$ cat src/idma_map.vh
/*
  register map and decode constants for the indirect data memory access block.
  assumes an 8-bit core issuing one data-memory access per cycle with an 11-bit address.
*/
`ifndef IDMA_MAP_VH
`define IDMA_MAP_VH

`define IDMA_OFS_PORT0      8'h00
`define IDMA_OFS_PTR0       8'h01
`define IDMA_OFS_PORTA      8'h02
`define IDMA_OFS_PTRA_LO    8'h03
`define IDMA_OFS_PTRA_SEC   8'h04
`define IDMA_OFS_PORTB      8'h0C
`define IDMA_OFS_PTRB_LO    8'h0D
`define IDMA_OFS_PTRB_SEC   8'h0E

`define IDMA_GPR_BIT        7
`define IDMA_ADDR_W         11
`define IDMA_SEC_W          3
`define IDMA_PTR_RST        8'h00
`define IDMA_READ_ZERO      8'h00

`endif

$ cat src/idma_core.v
/*
  data-memory decode with three indirect ports, five pointers and general RAM.
  assumes the core presents address, strobes and write data for a single cycle;
  read data is combinational in that cycle, writes land at the clock edge.
  a read and a write in one cycle are allowed: the read sees the old value.
  ports answer only at their sector 0 offsets; elsewhere those offsets are ordinary.
  the ram index is sized for at most four sectors; more needs a wider index.
  peripheral special registers live outside: their select and data come via sfr_* ports.
*/
// Summary of operation
// - reads of unused special locations return 00H.
// - in each sector 00H-7FH is special area; in sectors below SECTORS 80H-FFH is RAM.
// - indirect port access goes to the pointer-named location, not the port.
// - first port with its pointer always targets sector 0.
// - second and third ports reach any sector from their sector pointer.
// - low pointer gives address within the chosen sector.
// - port addressed via a pointer reads 00H, write does nothing.
// - all five pointers are real read/write 8-bit storage.
// - direct access reaches every sector without pointers.
// - direct address is 11 bits: high part sector, low byte location.
// - special register decode depends on selected sector.
// - protected special registers ignore software writes.
// - reserved special locations keep contents when written.
`timescale 1ns/1ns
`include "idma_map.vh"

module idma_core #(
  parameter SECTORS = 4
) (
  input  wire                    core_clk_i,
  input  wire                    nrst_i,
  input  wire [`IDMA_ADDR_W-1:0] addr_i,
  input  wire                    rd_i,
  input  wire                    wr_i,
  input  wire [7:0]              wdata_i,
  output reg  [7:0]              rdata_o,
  output wire [`IDMA_ADDR_W-1:0] sfr_addr_o,
  output wire                    sfr_rd_o,
  output wire                    sfr_wr_o,
  output wire [7:0]              sfr_wdata_o,
  input  wire                    sfr_hit_i,
  input  wire                    sfr_wprot_i,
  input  wire [7:0]              sfr_rdata_i
);

  localparam [`IDMA_SEC_W-1:0] SEC_ZERO  = 3'h0;
  localparam                   RAM_WORDS = SECTORS * 128;

  // read source, one-hot
  localparam [7:0] SRC_ZERO = 8'h01;
  localparam [7:0] SRC_RAM  = 8'h02;
  localparam [7:0] SRC_PTR0 = 8'h04;
  localparam [7:0] SRC_PAL  = 8'h08;
  localparam [7:0] SRC_PAS  = 8'h10;
  localparam [7:0] SRC_PBL  = 8'h20;
  localparam [7:0] SRC_PBS  = 8'h40;
  localparam [7:0] SRC_SFR  = 8'h80;

  wire [7:0] ptr0_q;
  wire [7:0] ptra_lo_q;
  wire [7:0] ptra_sec_q;
  wire [7:0] ptrb_lo_q;
  wire [7:0] ptrb_sec_q;
  reg  [7:0] ram_q [0:RAM_WORDS-1];

  wire [`IDMA_SEC_W-1:0] dir_sec = addr_i[`IDMA_ADDR_W-1:8];
  wire [7:0]             dir_ofs = addr_i[7:0];

  wire hit_p0 = (dir_sec == SEC_ZERO) && (dir_ofs == `IDMA_OFS_PORT0);
  wire hit_pa = (dir_sec == SEC_ZERO) && (dir_ofs == `IDMA_OFS_PORTA);
  wire hit_pb = (dir_sec == SEC_ZERO) && (dir_ofs == `IDMA_OFS_PORTB);

  // only the low sector bits steer; the upper bits of a sector pointer are storage only
  wire [`IDMA_SEC_W-1:0] pa_sec = ptra_sec_q[`IDMA_SEC_W-1:0];
  wire [`IDMA_SEC_W-1:0] pb_sec = ptrb_sec_q[`IDMA_SEC_W-1:0];

  // pointer sampled in the access cycle
  // no pipeline: an increment of a pointer is seen by the very next indirect access
  reg  [`IDMA_ADDR_W-1:0] eff_addr;
  always @* begin
    if (hit_p0) begin
      eff_addr = {SEC_ZERO, ptr0_q};
    end else if (hit_pa) begin
      eff_addr = {pa_sec, ptra_lo_q};
    end else if (hit_pb) begin
      eff_addr = {pb_sec, ptrb_lo_q};
    end else begin
      eff_addr = addr_i;
    end
  end

  wire [`IDMA_SEC_W-1:0] eff_sec = eff_addr[`IDMA_ADDR_W-1:8];
  wire [7:0]             eff_ofs = eff_addr[7:0];

  // upper half of each sector below SECTORS is RAM
  wire is_gpr  = eff_ofs[`IDMA_GPR_BIT];
  // the upper half of sectors past the fitted ram reads zero and drops writes
  wire sec_ok  = ({5'h00, eff_sec} < SECTORS);
  wire is_ram  = is_gpr && sec_ok;
  // limitation: two sector bits in the index, so at most four sectors
  wire [8:0] ram_idx = {eff_sec[1:0], eff_ofs[6:0]};

  // a port reached through a pointer behaves as nothing
  wire tgt_sec0 = (eff_sec == SEC_ZERO) && !is_gpr;
  wire tgt_p0   = tgt_sec0 && (eff_ofs == `IDMA_OFS_PORT0);
  wire tgt_pa   = tgt_sec0 && (eff_ofs == `IDMA_OFS_PORTA);
  wire tgt_pb   = tgt_sec0 && (eff_ofs == `IDMA_OFS_PORTB);
  wire tgt_port = tgt_p0 | tgt_pa | tgt_pb;

  wire hit_ptr0 = tgt_sec0 && (eff_ofs == `IDMA_OFS_PTR0);
  wire hit_pal  = tgt_sec0 && (eff_ofs == `IDMA_OFS_PTRA_LO);
  wire hit_pas  = tgt_sec0 && (eff_ofs == `IDMA_OFS_PTRA_SEC);
  wire hit_pbl  = tgt_sec0 && (eff_ofs == `IDMA_OFS_PTRB_LO);
  wire hit_pbs  = tgt_sec0 && (eff_ofs == `IDMA_OFS_PTRB_SEC);
  wire hit_ptr  = hit_ptr0 | hit_pal | hit_pas | hit_pbl | hit_pbs;

  // peripheral decode sees the resolved sector and offset
  wire to_sfr = !is_gpr && !tgt_port && !hit_ptr;
  assign sfr_addr_o  = eff_addr;
  assign sfr_rd_o    = rd_i && to_sfr;
  assign sfr_wdata_o = wdata_i;

  // write steering: a port itself stores nothing
  reg we_ptr0;
  reg we_pal;
  reg we_pas;
  reg we_pbl;
  reg we_pbs;
  reg we_ram;
  reg we_sfr;
  always @* begin
    we_ptr0 = 1'b0;
    we_pal  = 1'b0;
    we_pas  = 1'b0;
    we_pbl  = 1'b0;
    we_pbs  = 1'b0;
    we_ram  = 1'b0;
    we_sfr  = 1'b0;
    if (wr_i) begin
      we_ptr0 = hit_ptr0;
      we_pal  = hit_pal;
      we_pas  = hit_pas;
      we_pbl  = hit_pbl;
      we_pbs  = hit_pbs;
      we_ram  = is_ram;
      // protected and reserved locations never see a write
      we_sfr  = to_sfr && sfr_hit_i && !sfr_wprot_i;
    end
  end

  assign sfr_wr_o = we_sfr;

  // read source select; anything unclaimed falls to zero
  reg [7:0] rd_src;
  always @* begin
    rd_src = SRC_ZERO;
    if (rd_i) begin
      if (is_ram) begin
        rd_src = SRC_RAM;
      end else if (hit_ptr0) begin
        rd_src = SRC_PTR0;
      end else if (hit_pal) begin
        rd_src = SRC_PAL;
      end else if (hit_pas) begin
        rd_src = SRC_PAS;
      end else if (hit_pbl) begin
        rd_src = SRC_PBL;
      end else if (hit_pbs) begin
        rd_src = SRC_PBS;
      end else if (to_sfr && sfr_hit_i) begin
        rd_src = SRC_SFR;
      end else begin
        rd_src = SRC_ZERO;
      end
    end
  end

  always @* begin
    case (rd_src)
      SRC_RAM: begin
        rdata_o = ram_q[ram_idx];
      end
      SRC_PTR0: begin
        rdata_o = ptr0_q;
      end
      SRC_PAL: begin
        rdata_o = ptra_lo_q;
      end
      SRC_PAS: begin
        rdata_o = ptra_sec_q;
      end
      SRC_PBL: begin
        rdata_o = ptrb_lo_q;
      end
      SRC_PBS: begin
        rdata_o = ptrb_sec_q;
      end
      SRC_SFR: begin
        rdata_o = sfr_rdata_i;
      end
      default: begin
        rdata_o = `IDMA_READ_ZERO;
      end
    endcase
  end

  // pointers are ordinary read-modify-write storage
  // sector 0 pointer
  idma_ptr_reg #(
    .WIDTH (8),
    .RST   (`IDMA_PTR_RST)
  ) ptr0_u (
    .core_clk_i (core_clk_i),
    .nrst_i     (nrst_i),
    .we_i       (we_ptr0),
    .wdata_i    (wdata_i),
    .q_o        (ptr0_q)
  );

  // second port, location within sector
  idma_ptr_reg #(
    .WIDTH (8),
    .RST   (`IDMA_PTR_RST)
  ) ptra_lo_u (
    .core_clk_i (core_clk_i),
    .nrst_i     (nrst_i),
    .we_i       (we_pal),
    .wdata_i    (wdata_i),
    .q_o        (ptra_lo_q)
  );

  // second port, sector
  idma_ptr_reg #(
    .WIDTH (8),
    .RST   (`IDMA_PTR_RST)
  ) ptra_sec_u (
    .core_clk_i (core_clk_i),
    .nrst_i     (nrst_i),
    .we_i       (we_pas),
    .wdata_i    (wdata_i),
    .q_o        (ptra_sec_q)
  );

  // third port, location within sector
  idma_ptr_reg #(
    .WIDTH (8),
    .RST   (`IDMA_PTR_RST)
  ) ptrb_lo_u (
    .core_clk_i (core_clk_i),
    .nrst_i     (nrst_i),
    .we_i       (we_pbl),
    .wdata_i    (wdata_i),
    .q_o        (ptrb_lo_q)
  );

  // third port, sector
  idma_ptr_reg #(
    .WIDTH (8),
    .RST   (`IDMA_PTR_RST)
  ) ptrb_sec_u (
    .core_clk_i (core_clk_i),
    .nrst_i     (nrst_i),
    .we_i       (we_pbs),
    .wdata_i    (wdata_i),
    .q_o        (ptrb_sec_q)
  );

  // ram has no reset: contents are undefined at power-up, as for real sram
  // writes to the upper half of a missing sector are already dropped by we_ram
  always @(posedge core_clk_i) begin
    if (we_ram) begin
      ram_q[ram_idx] <= wdata_i;
    end
  end

endmodule // idma_core

// one pointer byte: plain storage written by direct or indirect access;
// kept separate so every pointer resets and loads the same way
module idma_ptr_reg #(
  parameter             WIDTH = 8,
  parameter [WIDTH-1:0] RST   = {WIDTH{1'b0}}
) (
  input  wire             core_clk_i,
  input  wire             nrst_i,
  input  wire             we_i,
  input  wire [WIDTH-1:0] wdata_i,
  output reg  [WIDTH-1:0] q_o
);

  always @(posedge core_clk_i or negedge nrst_i) begin
    if (!nrst_i) begin
      q_o <= RST;
    end else if (we_i) begin
      q_o <= wdata_i;
    end
  end

endmodule // idma_ptr_reg

$ cat config.mk
export PLATFORM = sky130hd
export DESIGN_NAME = idma_core
export DESIGN_NICKNAME = d
export VERILOG_FILES = /design/src/idma_core.v
export VERILOG_INCLUDE_DIRS = /design/src
export SDC_FILE = /design/constraint.sdc
export NUM_CORES = 2
export LEC_CHECK = 0
export BUFFER_PORTS_ARGS = -buffer_cell sky130_fd_sc_hd__buf_4
export CAP_MARGIN = 20
export CELL_PAD_IN_SITES_DETAIL_PLACEMENT = 0
export CELL_PAD_IN_SITES_GLOBAL_PLACEMENT = 1
export CORE_ASPECT_RATIO = 2
export CORE_MARGIN = 1
export CORE_UTILIZATION = 54
export DETAILED_ROUTE_END_ITERATION = 10
export GPL_TIMING_DRIVEN = 1
export PLACE_DENSITY = 0.78
export SLEW_MARGIN = 20
export SYNTH_ARGS = -nofsm -noshare
export SYNTH_HDL_FRONTEND = slang
export SYNTH_SLANG_ARGS = --single-unit
$ cat constraint.sdc
create_clock -name core_clk_i -period 4.3 [get_ports core_clk_i]
set_input_delay 0.215 -clock core_clk_i [delete_from_list [all_inputs] [get_ports core_clk_i]]
set_output_delay 0.215 -clock core_clk_i [all_outputs]
set_load 0.01 [all_outputs]
# Word-level counts from Yosys, hierarchy flattened
# Memories as Yosys holds them, arrays and structs flattened.
# Cells that the tools add are included.
[totals] ram_bits=4096 out_inout_bits=29 register_bits=40 n_memories=1 word_cells=76 in_bits=33
[classes] order_cmp=1 reduce_logical=26 n_eq_ne=16 mux=21 bitwise_logic=6
[mem_list] name="ram_q" depth=512 word_bits=8 rd=1 rd_ports_with_merged_regs=0 wr=1 line="idma_core.v:64" source="reg [7:0] ram_q [0:RAM_WORDS-1];"
[ops] op="two-way mux 8 bit" n=8
[ops] op="one-hot mux 8 bit (7 select lines)" n=1
[ops] op="== test 8 x 4 -> 1 bit (second input constant)" n=5
[ops] op="two-way mux 11 bit" n=3
[ops] op="== test 8 x 2 -> 1 bit (second input constant)" n=4
[ops] op="logical AND 1 bit" n=18
[ops] op="== test 8 x 3 -> 1 bit (second input constant)" n=2
[ops] op="zero test 8 bit" n=2
[ops] op="two-way mux 1 bit" n=9
[ops] op="== test 8 x 1 -> 1 bit (second input constant)" n=1
[ops] op="== test 8 x 5 -> 1 bit (second input constant)" n=1
[ops] op="== test 8 x 6 -> 1 bit (second input constant)" n=1
[ops] op="== test 8 x 7 -> 1 bit (second input constant)" n=1
[ops] op="== test 8 bit (second input constant)" n=1
[ops] op="zero test 3 bit" n=2
[ops] op="bitwise OR 1 bit" n=6
[ops] op="zero test 1 bit" n=4
[ops] op="less-than comparator 3 bit (second input constant)" n=1

# Longest topological paths before layout
[depth] word_depth=25 depth_mapped=19

# By module
# Synthesis repeated with hierarchy kept, for this count alone.
[hier_totals] hier_cells=12066 hier_area_um2=165640.1
[by_module_without_submodules] mod="idma_core" n_inst=1 seq_area_each_um2=122998.0 cells_each=11981 area_each_um2=163982.3
[by_module_without_submodules] mod="idma_ptr_reg" n_inst=5 seq_area_each_um2=200.2 cells_each=17 area_each_um2=331.6

# Least setup slack after synthesis
# No wires, ideal clock.
[synth_timing] path_kind="input port to flip-flop" from="in addr_i[9]" to="mem ram_q[303][0], enable pin" arrival_ns=3.645 setup_ns=0.370 path_stages=15 setup_slack_ns=0.284 t_required_ns=3.930 path_buffers=9 path_cell_list="clkbuf_1 > nor3_2 > a31oi_1 > or2_2 > buf_2 > buf_2 > buf_2 > buf_2 > buf_1 > clkbuf_1 > buf_2 > nor3_1 > nand2_1 > clkbuf_1 > nor2_1"
[synth_via] elab_chain_cells=10
[synth_lines] item="start, declared" line="idma_core.v:32" source="input wire [`IDMA_ADDR_W-1:0] addr_i,"
[synth_lines] item="zero test 3 bit" line="idma_core.v:69, idma_core.v:70, idma_core.v:71"
[synth_lines] item="logical AND 1 bit" line="idma_core.v:71" source="wire hit_pb = (dir_sec == SEC_ZERO) && (dir_ofs == `IDMA_OFS_PORTB);"
[synth_lines] item="two-way mux 11 bit" line="idma_core.v:85" source="end else if (hit_pb) begin"
[synth_lines] item="two-way mux 11 bit" line="idma_core.v:83" source="end else if (hit_pa) begin"
[synth_lines] item="two-way mux 11 bit (*)" line="idma_core.v:81" source="if (hit_p0) begin"
[synth_lines] item="less-than comparator 3 bit" line="idma_core.v:98" source="wire sec_ok = ({5'h00, eff_sec} < SECTORS);"
[synth_lines] item="logical AND 1 bit" line="idma_core.v:99" source="wire is_ram = is_gpr && sec_ok;"
[synth_lines] item="two-way mux 1 bit" line="idma_core.v:139" source="if (wr_i) begin"
[synth_lines] item="two-way mux 1 bit" line="idma_core.v:271" source="if (we_ram) begin"
[synth_lines] item="two-way mux 1 bit (not written as such)" line="idma_core.v:272" source="ram_q[ram_idx] <= wdata_i;"
[synth_lines] item="end, declared" line="idma_core.v:64"
# Every way passes the cells marked *; elsewhere a longest branch is shown, timed or not.

# Final worst setup path
[layout_timing] from="reg ptrb_lo_u.q_o[0]" to="out rdata_o[0]"
[layout_via] elab_chain_cells=22
[layout_lines] item="start, declared" line="idma_core.v:288" source="output reg [WIDTH-1:0] q_o"
[layout_lines] item="start signal, assigned" line="idma_core.v:295" source="q_o <= wdata_i;"
[layout_lines] item="two-way mux 11 bit" line="idma_core.v:85"
[layout_lines] item="two-way mux 11 bit" line="idma_core.v:83"
[layout_lines] item="two-way mux 11 bit" line="idma_core.v:81"
[layout_lines] item="== test 8 x 1 -> 1 bit (no source line) / == test 8 x 2 -> 1 bit (equally long branches)"
[layout_lines] item="logical AND 1 bit, on equally long branches" line="idma_core.v:110, idma_core.v:111"
[layout_lines] item="bitwise OR 1 bit (4 in series)" line="idma_core.v:115" source="wire hit_ptr = hit_ptr0 | hit_pal | hit_pas | hit_pbl | hit_pbs;"
[layout_lines] item="zero test 1 bit" line="idma_core.v:118" source="wire to_sfr = !is_gpr && !tgt_port && !hit_ptr;"
[layout_lines] item="logical AND 1 bit" line="idma_core.v:118"
[layout_lines] item="[... 3 more ...]"
[layout_lines] item="two-way mux 8 bit" line="idma_core.v:166" source="end else if (hit_pbl) begin"
[layout_lines] item="two-way mux 8 bit" line="idma_core.v:164" source="end else if (hit_pas) begin"
[layout_lines] item="two-way mux 8 bit" line="idma_core.v:162" source="end else if (hit_pal) begin"
[layout_lines] item="two-way mux 8 bit" line="idma_core.v:160" source="end else if (hit_ptr0) begin"
[layout_lines] item="two-way mux 8 bit" line="idma_core.v:158" source="if (is_ram) begin"
[layout_lines] item="two-way mux 8 bit" line="idma_core.v:157" source="if (rd_i) begin"
[layout_lines] item="== test 8 bit (tied with other cells)" line="idma_core.v:179" source="case (rd_src)"
[layout_lines] item="one-hot mux 8 bit (7 select lines) (*)" line="idma_core.v:179"
[layout_lines] item="end, declared" line="idma_core.v:36" source="output reg [7:0] rdata_o,"
# Marks and branches as above.

==> out/metrics.yaml <==
grtUsageTotal_pct: 38.8
ys_ff_latch: 4136
die_h_um: 786
grt_first_pass_wirelength_um: 836000
slew_headroom_pct: 4.02
violations: "setup timing"
synth_area_um2: 166000
drive_gt1_share_pct: 23.4
h-tree-depth: 5
clk_pin_slew_ns: 0.06
antenna_found_initial: 33
core_um2: 306000
synth_cell_type_count: 90
worstSetupEndpointType: "primary output"
area_delta_synth_final_pct: 21.3
cts-root-buf: "clkbuf_16"
dr.first_iter.drc_count: 16000
finalSetupViolations: 30
dieArea_um2: 310000
grt_overflow: 0
cp.required_ns: 4.09
synthCells: 11400
worst_slack_ns: -1.23
drc: 0
synth_top_cell_by_area: "edfxtp_1"
fmax_mhz: 181
nFillCells: 21200
min_from: "addr_i[10]"
synth_edf_count: 4096
avgSynthCellArea_um2: 14.5
leakage_nw: 71.5
worstPathMaxFanout: 6
cts_made_buffers: 349
grt_pass1_vias: 111000
synth_warnings: 0
synth_top_area_share_pct: 74.1
period_share_pct: 129
rsz0062_at_grt: "true"
port_buffers: 61
routed_wl_um: 611000
viasPerCell: 6.52
synth_ff_type: "edfxtp_1"
syn-num-nets: 11400
reg2reg_slack_ns: -0.10
start_util_pct: 54.3
period_needed_ns: 5.53
criticalPathCategory: "reg2out"
peakVddDrop_v: 0.000369
async_flop_share_pct: 0.967
dp_hpwl_um: 411000
r2r_start: "ptrb_sec_u.q_o[0]"
clock_skew_ns: 0.0730
worstSetupStartpointType: "flip-flop"
firstDrtPassIters: 8
cts.sink_count: 4136
worst_pin_slew_ns: 1.44
layout.nets: 13100
clockBufferDepth: 4
arrival_ns: 5.31
status: "finished, violations left"
final-max-slew-violation-count: 0
pwr_density_cell_nw_per_um2: 417
grt_max_degree: 136
synthTopCellsByArea: "edfxtp_1, nand2_1, nand3_1"
postRouteAntennaNets: 0
hold_viol: 0
chipWidth_um: 394
clk_latency_ns: 0.95
final_util_pct: 65.8
ys_seq_area_share_pct: 74.7
hold_class: "in2reg"
maxCapViolations: 0
wl_per_cell_um: 35.0
vias: 114000
total_power_w: 0.0839
row_count: 287
cts_tree: "built"
gp_congestion: 1.00
io_pins: 62
crit_start: "ptrb_lo_u.q_o[0]"
## where the power goes
| part | internal, W | switching (W) | leakage [nW] |
|---|---|---|---|
| logic | 0.00238 | 0.00449 | 28.5 |
| clock network | 0.0180 | 0.0147 | 5.63 |
| registers | 0.0443 | 0.00000976 | 37.4 |
| total | 0.0647 | 0.0192 | 71.5 |
## placed cells by master, fill, tap and decap left out, types with 149 or more instances in the layout
cell type     n
edfxtp_1   4096
nand3_1    1158
and3_1      197
nor2_1      564
nand2_1    2566
buf_12      248
a311oi_1    149
mux2i_1     543
mux4_2      218
buf_4      1722
clkbuf_16   368
## critical path, stage by stage (launching register included)
cell and delay [ns]:
dfrtp_1 0.40, and4b_1 0.21, nor4_2 0.25, or2_4 0.28, buf_6 0.14, buf_6 0.10, nor3_4 0.05, buf_8 0.17
buf_6 0.16, a32oi_2 0.16, nand4_1 0.55, a31oi_4 0.53, buf_6 0.17, nand3_4 0.09, buf_8 0.17, o41a_1 0.12
o2111a_2 0.30, o211ai_1 0.30, buf_6 0.16
## stage by stage
stage | instance area, µm² | setup slack (ns) | hold WS, ns | setup TNS (ns) | cells
after floorplan | 166000 | 0.284 | -0.0806 | 0 | 11400
after global placement | 185000 | -2.21 | 0.223 | -50.02 | 16600
after detailed placement | 185000 | -1.34 | 0.224 | -48.98 | 16600
after CTS | 200000 | -1.22 | 0.0990 | -9.04 | 17400
after global routing | 201000 | -1.21 | 0.182 | -9.14 | 17400
final | 201000 | -1.23 | 0.138 | -10.01 | 17500
## worst paths after layout
kind                                     end  cells past startpoint
min                            ptr0_u.q_o[6]                      6
max in group asynchronous   ptra_lo_u.q_o[7]                      4
min reg2reg                ptrb_sec_u.q_o[7]                      1
max reg2reg                    ram_q[188][0]                     11
min in group asynchronous      ptr0_u.q_o[4]                      4
max                               rdata_o[0]                     18
## kinds of logic after synthesis
kind of cell | count (synthesis) | synth area share (%)
DFF | 4136 | 74.7
buffers and inverters | 802 | 2.30
AOI/OAI and AO/OA | 897 | 4.01
adders and majority gates | 1 | 0.00603
muxes | 816 | 6.61
and+or+nand+nor | 4759 | 12.3
## sequential cells by signal, indices dropped and copies added (netlist names)
signal	cells
ram_q	4096
ptr0_u.q_o	8
ptra_lo_u.q_o	8
ptra_sec_u.q_o	8
ptrb_lo_u.q_o	8
ptrb_sec_u.q_o	8
## Yosys cell counts, types with 19 or more instances
| master | number |
|---|---|
| edfxtp_1 | 4096 |
| nand2_1 | 2585 |
| nand3_1 | 1166 |
| nor2_1 | 573 |
| mux2i_1 | 545 |
| clkbuf_1 | 308 |
| buf_2 | 299 |
| mux4_2 | 218 |
| and3_1 | 199 |
| a311oi_1 | 170 |
| a21oi_1 | 134 |
| a31oi_1 | 119 |
| buf_1 | 87 |
| nand4_1 | 87 |
| a32oi_1 | 78 |
| o21ai_0 | 70 |
| buf_4 | 61 |
| mux2_2 | 53 |
| a22oi_1 | 52 |
| nor3_1 | 48 |
| o211ai_1 | 43 |
| dfrtp_1 | 40 |
| nor4_1 | 28 |
| a211oi_1 | 25 |
| a22o_1 | 23 |
| o22ai_1 | 23 |
| buf_6 | 21 |
| inv_1 | 19 |
## metal layers
| layer | wire [µm] | track usage, % | share of wire, % |
|---|---|---|---|
| met5 | 132 | 0 | 0.022 |
| met2 | 290000 | 62.9 | 48 |
| met3 | 61300 | 7.55 | 10 |
| met1 | 189000 | 42.8 | 31 |
| met4 | 69900 | 36.9 | 11 |
## what timing repair did
action                                  CTS  global route
pin swaps                                75            47
hold endpoints to repair                593             0
endpoints found under the setup margin   10            40
hold buffers                             12             0
gates cloned                             27             8
buffers inserted                         77            51
gates resized for setup                 272           124
## area by class of cell
class | instances | area, µm² | area share, %
sequential | 4136 | 124000 | 61.6
multi-input combinational | 6473 | 39600 | 19.7
timing repair buffer | 2120 | 20700 | 10.3
clock buffer | 418 | 9240 | 4.59
tap | 4046 | 5060 | 2.52
clock inverter | 209 | 2270 | 1.13
inverter | 23 | 151 | 0.0752
timing repair inverter | 4 | 87.6 | 0.0435
antenna | 22 | 55.1 | 0.0274
(Power assumes the default switching activity.)
